### config.mk
export PLATFORM = sky130hd
export DESIGN_NAME = bus_grant_arbiter
export DESIGN_NICKNAME = d
export VERILOG_FILES = /design/src/bus_arb_pkg.sv /design/src/async_in_sync.sv /design/src/bus_grant_arbiter.sv
export SDC_FILE = /design/constraint.sdc
export NUM_CORES = 1
export LEC_CHECK = 0
export BUFFER_PORTS_ARGS = -buffer_cell sky130_fd_sc_hd__clkbuf_2
export CORE_MARGIN = 8
export CORE_UTILIZATION = 25
export DETAILED_ROUTE_END_ITERATION = 12
export HOLD_SLACK_MARGIN = 0.03
export PLACE_DENSITY = 0.49
export SLEW_MARGIN = 20
export SYNTH_ARGS = -nofsm -noshare
export SYNTH_HDL_FRONTEND = slang
export SYNTH_SLANG_ARGS = --single-unit
### constraint.sdc
create_clock -name i_clk -period 4.14 [get_ports i_clk]
set_input_delay 0.828 -clock i_clk [delete_from_list [all_inputs] [get_ports i_clk]]
set_output_delay 0.828 -clock i_clk [all_outputs]
set_load 0.03 [all_outputs]
### src/bus_arb_pkg.sv
// constants shared by the bus grant arbitration logic
package bus_arb_pkg;

  // times are held in tenths of a processor clock, as printed in clocks
  localparam int unsigned TENTHS_PER_CLK        = 10;
  localparam int unsigned GAP_MIN_TENTHS        = 15;
  localparam int unsigned STROBE_DRIVE_MIN_TENTHS = 15;
  localparam int unsigned FC_DRIVE_MIN_TENTHS   = 10;

  // least times round up to whole cycles
  localparam int unsigned GAP_MIN_CYC =
    (GAP_MIN_TENTHS + TENTHS_PER_CLK - 1) / TENTHS_PER_CLK;
  localparam int unsigned STROBE_DRIVE_MIN_CYC =
    (STROBE_DRIVE_MIN_TENTHS + TENTHS_PER_CLK - 1) / TENTHS_PER_CLK;
  localparam int unsigned FC_DRIVE_MIN_CYC =
    (FC_DRIVE_MIN_TENTHS + TENTHS_PER_CLK - 1) / TENTHS_PER_CLK;

  // counters and synchroniser
  localparam int unsigned CNT_W       = 3;
  localparam int unsigned SYNC_STAGES = 3;
  localparam int unsigned ASYNC_W     = 8;
  localparam int unsigned IPL_W       = 3;

  // values after reset
  localparam logic        IN_RST_LEVEL = 1'h1;
  localparam logic [2:0]  CNT_RST      = 3'h0;

  typedef enum logic [1:0] {
    ARB_IDLE,
    ARB_WAIT,
    ARB_GRANTED,
    ARB_RESUME
  } arb_state_t;

endpackage

### src/async_in_sync.sv
// three-stage synchroniser with agreement filter for asynchronous pins
`timescale 1ns/1ns
`default_nettype none
module async_in_sync #(
  parameter int unsigned W = 1
) (
  // clock and reset
  input  wire logic         i_clk,
  input  wire logic         i_nrst,
  // pins
  input  wire logic [W-1:0] i_pin,
  // filtered levels
  output logic      [W-1:0] o_level,
  output logic      [W-1:0] o_level_q
);

  genvar g;
  generate
    for (g = 0; g < W; g++) begin : g_bit
      logic s1_q;
      logic s2_q;
      logic s3_q;
      logic lvl_q;

      // first stage feeds only the second
      always_ff @(posedge i_clk) begin
        if (!i_nrst) begin
          s1_q <= bus_arb_pkg::IN_RST_LEVEL;
          s2_q <= bus_arb_pkg::IN_RST_LEVEL;
          s3_q <= bus_arb_pkg::IN_RST_LEVEL;
        end else begin
          s1_q <= i_pin[g];
          s2_q <= s1_q;
          s3_q <= s2_q;
        end
      end

      // a change counts once stages two and three agree
      assign o_level[g] = (s2_q == s3_q) ? s3_q : lvl_q;

      always_ff @(posedge i_clk) begin
        if (!i_nrst) begin
          lvl_q <= bus_arb_pkg::IN_RST_LEVEL;
        end else begin
          lvl_q <= o_level[g];
        end
      end

      assign o_level_q[g] = lvl_q;
    end
  endgenerate

endmodule
`default_nettype wire

### src/bus_grant_arbiter.sv
// bus request / grant arbitration for the processor's external bus
// Function
// - a seen bus request raises the grant within 1.5 to 3.5 clocks (the grant here also waits for i_cycle_busy to fall).
// - a withdrawn request drops the grant within 1.5 to 3.5 clocks.
// - strobes and read/write are driven again no sooner than 1.5 clocks after withdrawal.
// - function code lines are driven again no sooner than 1 clock after withdrawal.
// - if the request returns during the wait to drive again, the grant may be given again.
// - bus error, request, acknowledge, interrupt level and peripheral inputs are synchronised.
// - once granted with the address strobe negated, control, address and data float.
// - the grant stays negated at least 1.5 clocks between two grants.
`timescale 1ns/1ns
`default_nettype none
module bus_grant_arbiter (
  // clock and reset
  input  wire logic                            i_clk,
  input  wire logic                            i_nrst,
  // asynchronous pins
  input  wire logic                            i_bus_request_n,
  input  wire logic                            i_bus_error_in_n,
  input  wire logic                            i_transfer_ack_n,
  input  wire logic [bus_arb_pkg::IPL_W-1:0]   i_interrupt_level_n,
  input  wire logic                            i_valid_peripheral_address_n,
  input  wire logic                            i_autovector_req_n,
  // processor core
  input  wire logic                            i_cycle_busy,
  output logic                                 o_core_hold,
  // arbitration pins
  output logic                                 o_bus_grant_n,
  output logic                                 o_strobe_oe_n,
  output logic                                 o_addr_data_oe_n,
  output logic                                 o_fc_oe_n,
  // synchronised inputs to the core
  output logic                                 o_bus_error_n,
  output logic                                 o_transfer_ack_n,
  output logic [bus_arb_pkg::IPL_W-1:0]        o_interrupt_level_n,
  output logic                                 o_valid_peripheral_address_n,
  output logic                                 o_autovector_req_n,
  output logic                                 o_bus_request_n
);

  logic [bus_arb_pkg::ASYNC_W-1:0] pins;
  logic [bus_arb_pkg::ASYNC_W-1:0] lvl;
  logic [bus_arb_pkg::ASYNC_W-1:0] lvl_q;
  logic                            req;

  assign pins = {
    i_bus_request_n,
    i_bus_error_in_n,
    i_transfer_ack_n,
    i_interrupt_level_n,
    i_valid_peripheral_address_n,
    i_autovector_req_n
  };

  // all asynchronous inputs pass the same filter
  async_in_sync #(
    .W         (bus_arb_pkg::ASYNC_W)
  ) u_sync (
    .i_clk     (i_clk),
    .i_nrst    (i_nrst),
    .i_pin     (pins),
    .o_level   (lvl),
    .o_level_q (lvl_q)
  );

  assign req = ~lvl[7];

  assign o_bus_request_n              = lvl_q[7];
  assign o_bus_error_n                = lvl_q[6];
  assign o_transfer_ack_n             = lvl_q[5];
  assign o_interrupt_level_n          = lvl_q[4:2];
  assign o_valid_peripheral_address_n = lvl_q[1];
  assign o_autovector_req_n           = lvl_q[0];

  bus_arb_pkg::arb_state_t          state_q;
  logic [bus_arb_pkg::CNT_W-1:0]    gap_q;
  logic [bus_arb_pkg::CNT_W-1:0]    cnt_q;
  logic                             grant_n_q;
  logic                             strobe_oe_n_q;
  logic                             addr_oe_n_q;
  logic                             fc_oe_n_q;
  logic                             hold_q;
  logic                             gap_ok;
  logic                             start_grant;
  logic                             regrant;
  logic                             drop_grant;
  logic                             fc_due;
  logic                             strobe_due;

  // the edge that lowers the grant again is itself one more negated cycle
  assign gap_ok = (gap_q >= bus_arb_pkg::CNT_W'(bus_arb_pkg::GAP_MIN_CYC - 1));

  // negated-grant width counter, saturating
  always_ff @(posedge i_clk) begin
    if (!i_nrst) begin
      gap_q <= bus_arb_pkg::CNT_RST;
    end else if (!grant_n_q) begin
      gap_q <= bus_arb_pkg::CNT_RST;
    end else if (!gap_ok) begin
      gap_q <= gap_q + 1'b1;
    end
  end

  // the core is held off starting new cycles while a request is pending
  always_ff @(posedge i_clk) begin
    if (!i_nrst) begin
      hold_q <= 1'b0;
    end else begin
      hold_q <= req | (state_q != bus_arb_pkg::ARB_IDLE);
    end
  end

  // grant straight from the filtered request, so pin to grant stays within 3.5 clocks unless i_cycle_busy holds it off;
  // the core sees the hold on that same edge and must not start a cycle on it
  assign start_grant = req && !i_cycle_busy && gap_ok &&
                       (state_q == bus_arb_pkg::ARB_IDLE ||
                        state_q == bus_arb_pkg::ARB_WAIT);
  assign regrant     = req && gap_ok && (state_q == bus_arb_pkg::ARB_RESUME);
  assign drop_grant  = !req && (state_q == bus_arb_pkg::ARB_GRANTED);
  assign fc_due      = (state_q == bus_arb_pkg::ARB_RESUME) && !regrant &&
                       (cnt_q >= bus_arb_pkg::CNT_W'(bus_arb_pkg::FC_DRIVE_MIN_CYC));
  assign strobe_due  = (state_q == bus_arb_pkg::ARB_RESUME) && !regrant &&
                       (cnt_q >= bus_arb_pkg::CNT_W'(bus_arb_pkg::STROBE_DRIVE_MIN_CYC));

  // arbitration sequence
  always_ff @(posedge i_clk) begin
    if (!i_nrst) begin
      state_q <= bus_arb_pkg::ARB_IDLE;
    end else begin
      case (state_q)
        bus_arb_pkg::ARB_IDLE: begin
          if (start_grant) begin
            state_q <= bus_arb_pkg::ARB_GRANTED;
          end else if (req) begin
            state_q <= bus_arb_pkg::ARB_WAIT;
          end
        end
        bus_arb_pkg::ARB_WAIT: begin
          // a request dropped before the grant is forgotten
          if (!req) begin
            state_q <= bus_arb_pkg::ARB_IDLE;
          end else if (start_grant) begin
            state_q <= bus_arb_pkg::ARB_GRANTED;
          end
        end
        bus_arb_pkg::ARB_GRANTED: begin
          if (drop_grant) begin
            state_q <= bus_arb_pkg::ARB_RESUME;
          end
        end
        bus_arb_pkg::ARB_RESUME: begin
          // a returning request hands the bus straight back
          if (regrant) begin
            state_q <= bus_arb_pkg::ARB_GRANTED;
          end else if (strobe_due) begin
            state_q <= bus_arb_pkg::ARB_IDLE;
          end
        end
        default: begin
          state_q <= bus_arb_pkg::ARB_IDLE;
        end
      endcase
    end
  end

  // cycles since the withdrawal was seen, counted while waiting to drive again
  always_ff @(posedge i_clk) begin
    if (!i_nrst) begin
      cnt_q <= bus_arb_pkg::CNT_RST;
    end else if (drop_grant) begin
      cnt_q <= bus_arb_pkg::CNT_W'(1);
    end else if ((state_q == bus_arb_pkg::ARB_RESUME) && !regrant && !strobe_due) begin
      cnt_q <= cnt_q + 1'b1;
    end
  end

  // grant pin
  always_ff @(posedge i_clk) begin
    if (!i_nrst) begin
      grant_n_q <= 1'h1;
    end else if (start_grant || regrant) begin
      grant_n_q <= 1'h0;
    end else if (drop_grant) begin
      grant_n_q <= 1'h1;
    end
  end

  // own cycle is done at a grant, so the address strobe is already negated
  always_ff @(posedge i_clk) begin
    if (!i_nrst) begin
      strobe_oe_n_q <= 1'h0;
      addr_oe_n_q   <= 1'h0;
    end else if (start_grant) begin
      strobe_oe_n_q <= 1'h1;
      addr_oe_n_q   <= 1'h1;
    end else if (strobe_due) begin
      strobe_oe_n_q <= 1'h0;
      addr_oe_n_q   <= 1'h0;
    end
  end

  // a re-grant floats the function code again if it was already driven
  always_ff @(posedge i_clk) begin
    if (!i_nrst) begin
      fc_oe_n_q <= 1'h0;
    end else if (start_grant || regrant) begin
      fc_oe_n_q <= 1'h1;
    end else if (fc_due) begin
      fc_oe_n_q <= 1'h0;
    end
  end

  assign o_bus_grant_n    = grant_n_q;
  assign o_strobe_oe_n    = strobe_oe_n_q;
  assign o_addr_data_oe_n = addr_oe_n_q;
  assign o_fc_oe_n        = fc_oe_n_q;
  assign o_core_hold      = hold_q;

endmodule
`default_nettype wire

### Word level (Yosys, flattened, before mapping)

Index checks and enable logic that the tools add are counted.

* bits in registers: 44
* input bits: 11
* output and inout port bits: 13
* word-level logic and storage cells: 104

* $add $sub $neg: 2
* order comparisons: 3
* eq/ne operators: 15
* muxes and demuxes: 17
* bitwise logic cells: 3
* reductions and logical operators: 24

Operators by type and width (number)
* 2-bit 2-to-1 mux: 7
* 1-bit logical AND: 10
* 2-bit nonzero test: 5
* 1-bit 2-to-1 mux: 9
* 3-bit inequality test (second input constant): 3
* 1-bit == test: 8
* 2-bit one-hot mux with 4 select lines: 1
* 3-bit by 1-bit adder with 3-bit output (second input constant): 2
* 3-bit by 1-bit greater-or-equal comparator with 1-bit output (second input constant): 2
* 2-bit == test (second input constant): 2
* 4-bit AND reduction: 1
* 3-bit by 2-bit greater-or-equal comparator with 1-bit output (second input constant): 1
* 1-bit logical NOT: 3
* 2-bit by 1-bit == test with 1-bit output (second input constant): 1
* 2-bit logical NOT: 1
* 1-bit logical OR: 2
* 2-bit inequality test (second input constant): 1
* 1-bit NOT: 2
* 2-bit AND reduction: 1
* 2-bit OR reduction: 1
* 1-bit OR: 1

### Depth between registers and ports, before layout

* depth after elaboration: 12
* depth in mapped cells: 6
* mapped depth without buffers: 5

### Modules after synthesis

From an unflattened synthesis, not the netlist that was laid out.

* cells, all modules: 149
* area, all modules: 1660.3 um^2

Modules (own cells, without submodules)
* async_in_sync: times used 1, cells each 83, area an instance 1066.0 um^2, seq. area each 640.6 um^2
* bus_grant_arbiter: times used 1, cells each 66, area an instance 594.3 um^2, seq. area each 240.2 um^2

### Worst setup path after synthesis

Ideal clock, no wire load.

* path kind: flip-flop to output port
* start point: register o_addr_data_oe_n (netlist name)
* end point: output o_strobe_oe_n
* arrival: 733 ps
* required time: 3312 ps
* path slack: 2579 ps
* stages on the path, launching flop included: 2
* buffers on the path: 1
* path through: dfxtp_1 -> buf_4

RTL lines
* to (decl): line bus_grant_arbiter.sv:29 `output logic o_strobe_oe_n,`

### Worst setup path after layout

* start point: register gap_q[1] (netlist bit)
* end point: register state_q[1]

* longest elaborated chain between the ends: 8
* elaborated cells between the ends (all ways): 15
* those cells by class: 1 x order compare; 3 x eq/ne; 3 x mux; 8 x reduce/logical

Ends and longest elaborated chain
* from (decl): line bus_grant_arbiter.sv:76 `logic [bus_arb_pkg::CNT_W-1:0] gap_q;`
* from (signal assigned): line bus_grant_arbiter.sv:96 `gap_q <= bus_arb_pkg::CNT_RST;`
* from (signal assigned): line bus_grant_arbiter.sv:98 `gap_q <= bus_arb_pkg::CNT_RST;`
* from (signal assigned): line bus_grant_arbiter.sv:100 `gap_q <= gap_q + 1'b1;`
* 3-bit by 1-bit greater-or-equal comparator with 1-bit output *: line bus_grant_arbiter.sv:91 `assign gap_ok = (gap_q >= bus_arb_pkg::CNT_W'(bus_arb_pkg::GAP_MIN_CYC - 1));`
* 1-bit logical AND (2 in series): line bus_grant_arbiter.sv:118 `assign regrant = req && gap_ok && (state_q == bus_arb_pkg::ARB_RESUME);`
* 1-bit logical NOT: line bus_grant_arbiter.sv:122 `assign strobe_due = (state_q == bus_arb_pkg::ARB_RESUME) && !regrant &&`
* 1-bit logical AND (2 in series): line bus_grant_arbiter.sv:122
* 3-bit inequality test (no line)
* 4-bit AND reduction (no line)
* to (signal assigned): line bus_grant_arbiter.sv:128 `state_q <= bus_arb_pkg::ARB_IDLE;`
* to (signal assigned): line bus_grant_arbiter.sv:133 `state_q <= bus_arb_pkg::ARB_GRANTED;`
* to (signal assigned): line bus_grant_arbiter.sv:135 `state_q <= bus_arb_pkg::ARB_WAIT;`
* to (decl): line bus_grant_arbiter.sv:75 `bus_arb_pkg::arb_state_t state_q;`

Mark *: on every way between the ends. The rest lies on a longest branch, timed or not.
A chain may end at the register's enable or synchronous reset.

==> impl_metrics.tcl <==
set metrics [dict create \
    outcome "finished clean" \
    drv_slew 0 \
    wl_per_cell_um 11.1 \
    grt_overflow_total 0 \
    rsz0062_at_grt "false" \
    syn-num-nets 174 \
    layout.nets 194 \
    synth_area_mm2 0.00160 \
    mostFrequentLayoutCells "44 x dfxtp_1, 26 x nand2b_1, 23 x clkbuf_2" \
    drt_wl_total_um 2850 \
    ys_seq_area_share_pct 55.0 \
    num_vias 1102 \
    cap_violations 0 \
    cts_hold_buf 0 \
    synth_cell_types 37 \
    ant_nets 0 \
    layout_commonest_cell "dfxtp_1" \
    cp.required_ns 4.32 \
    root_buffer "clkbuf_8" \
    tightest_slew_ns 1.02 \
    grt_max_degree 42 \
    dpl.hpwl_um 1960 \
    ios 24 \
    path_class "flop to flop" \
    initial_core_util_pct 25.5 \
    routabilityCongestion 0.711 \
    drt-initial-drc-count 87 \
    post_cts_resized 0 \
    finish.utilization_pct 29.3 \
    powerDensity_mw_per_mm2 430 \
    grt_use_total_pct 7.07 \
    critPathArrivalTime_ns 2.17 \
    grt_pass1_wl_um 5020 \
    postCtsSetupRepairBufs 0 \
    hold_viol 0 \
    irDropWorstVdd_mv 0.138 \
    ys_async_sr_fraction_pct 0 \
    fin_worst_skew_ns 0.00775 \
    setup_slack_ns 2.15 \
    crit_fanout 11 \
    synth_edf_count 0 \
    slew-limit-headroom_pct 31.7 \
    layout_min_cycle_time_ns 1.99 \
    port_buffers 23 \
    hp-class "flop to flop" \
    syn_avg_cell_area_um2 10.1 \
    area_delta_synth_final_pct 14.7 \
    grt_pass1_vias 1111 \
    setup-violations-final 0 \
    netlist_instances 158 \
    clock-sinks 44 \
    drive_gt1_share_pct 19.6 \
    fin_tns_setup_ns 0 \
    n_antenna_cell 0 \
    ys.flop_type "dfxtp_1" \
    ys_ff_latch 44 \
    drtPass1Iterations 4 \
    startpoint_type "flop" \
    vias_per_cell 4.30 \
    cts_buffer_depth 2 \
    clkLatencyLatePin_ns 0.30 \
    antenna_found_initial 0 \
    period_share_pct 48.0 \
    clk_pin_slew_ns 0.08 \
    dp_slack_ns 1.92 \
    cts_max_level 2 \
    power.leakage_nw 0.689 \
    die_area_mm2 0.00923 \
    r2r_slack_ns 2.15 \
    fmax_mhz 504 \
    yosysWarnings 0 \
    die_width_um 96.1 \
    drc 0 \
    die_h_um 96.1 \
    endpoint_kind "flop" \
    rows 29 \
    coreArea_mm2 0.00628 \
    cts_made_buffers 5 \
    cts_tree "built" \
    fill_cells 667 \
]
-- routing by layer --
layer	GRT usage, %	vias up	share of wire (%)
met5	0	-	0
met4	4.23	0	2.6
met3	2.26	8	5.0
met2	10.7	21	42
met1	8.59	500	50
li1	-	573	-
-- final cells by class --
type	instances	area, µm²	area share, %
Clock inverter	2	16.3	0.885
Inverter	6	22.5	1.23
Clock buffer	6	72.6	3.95
Sequential cell	44	881	47.9
Multi-Input combinational cell	98	634	34.5
Tap cell	77	96.3	5.24
Timing Repair Buffer	23	115	6.26
-- critical path, stage by stage (launching register included) --
cell and delay [ns]:
dfxtp_1 0.37, inv_1 0.07, ha_1 0.18, nor4_2 0.76, nor2_1 0.23, o221a_1 0.27
-- power by group --
| group | switching (mW) | internal, mW |
|---|---|---|
| Combinational | 0.0471 | 0.0269 |
| Clock | 0.143 | 0.120 |
| Sequential | 0.0122 | 0.441 |
| Total | 0.203 | 0.588 |
-- registers in the layout (all words and copies together), names as in the netlist --
| name | cells |
|---|---|
| u_sync.g_bit.lvl_q | 8 |
| u_sync.g_bit.s1_q | 8 |
| u_sync.g_bit.s2_q | 8 |
| u_sync.g_bit.s3_q | 8 |
| cnt_q | 3 |
| gap_q | 3 |
| state_q | 2 |
| o_addr_data_oe_n | 1 |
| o_bus_grant_n | 1 |
| o_core_hold | 1 |
| o_fc_oe_n | 1 |
-- cell families after synthesis --
| kind of cell | count (synthesis) | synth area share, % |
|---|---|---|
| flops | 44 | 55.0 |
| simple gates | 55 | 19.0 |
| compound gates | 37 | 15.9 |
| buf+inv | 16 | 5.46 |
| fa+ha+maj | 6 | 4.61 |
-- synth_stat cells, types with 2 or more instances --
cell type	instances	area [µm²]
clkbuf_1	3	11.3
dfxtp_1	44	881
nand2b_1	26	163
o21ai_0	9	45.0
nor2_1	13	48.8
inv_1	6	22.5
ha_1	5	62.6
buf_4	5	37.5
o2111ai_1	2	17.5
a21oi_1	12	60.1
nor3_1	3	15.0
nand2_1	4	15.0
nor2b_1	2	12.5
-- path summary, 6_finish.rpt --
path,from,endpoint,cells after the start
hold reg to reg,u_sync.g_bit[1].s1_q,u_sync.g_bit[1].s2_q,1
setup / recovery,gap_q[1],state_q[1],5
hold / removal,u_sync.g_bit[1].s1_q,u_sync.g_bit[1].s2_q,1
setup reg to reg,gap_q[1],state_q[1],5
-- through the flow --
stage	power, mW	hold WS (ns)	instance area [µm²]	cells
after floorplan	0.527	0.386	1600	158
final	0.791	0.411	1840	256
after global routing	0.837	0.424	1840	256
after global placement	0.538	0.388	1750	248
after detailed placement	0.538	0.392	1750	248
after CTS	0.806	0.412	1840	256
Note: power is estimated with default switching activity, not from simulation.
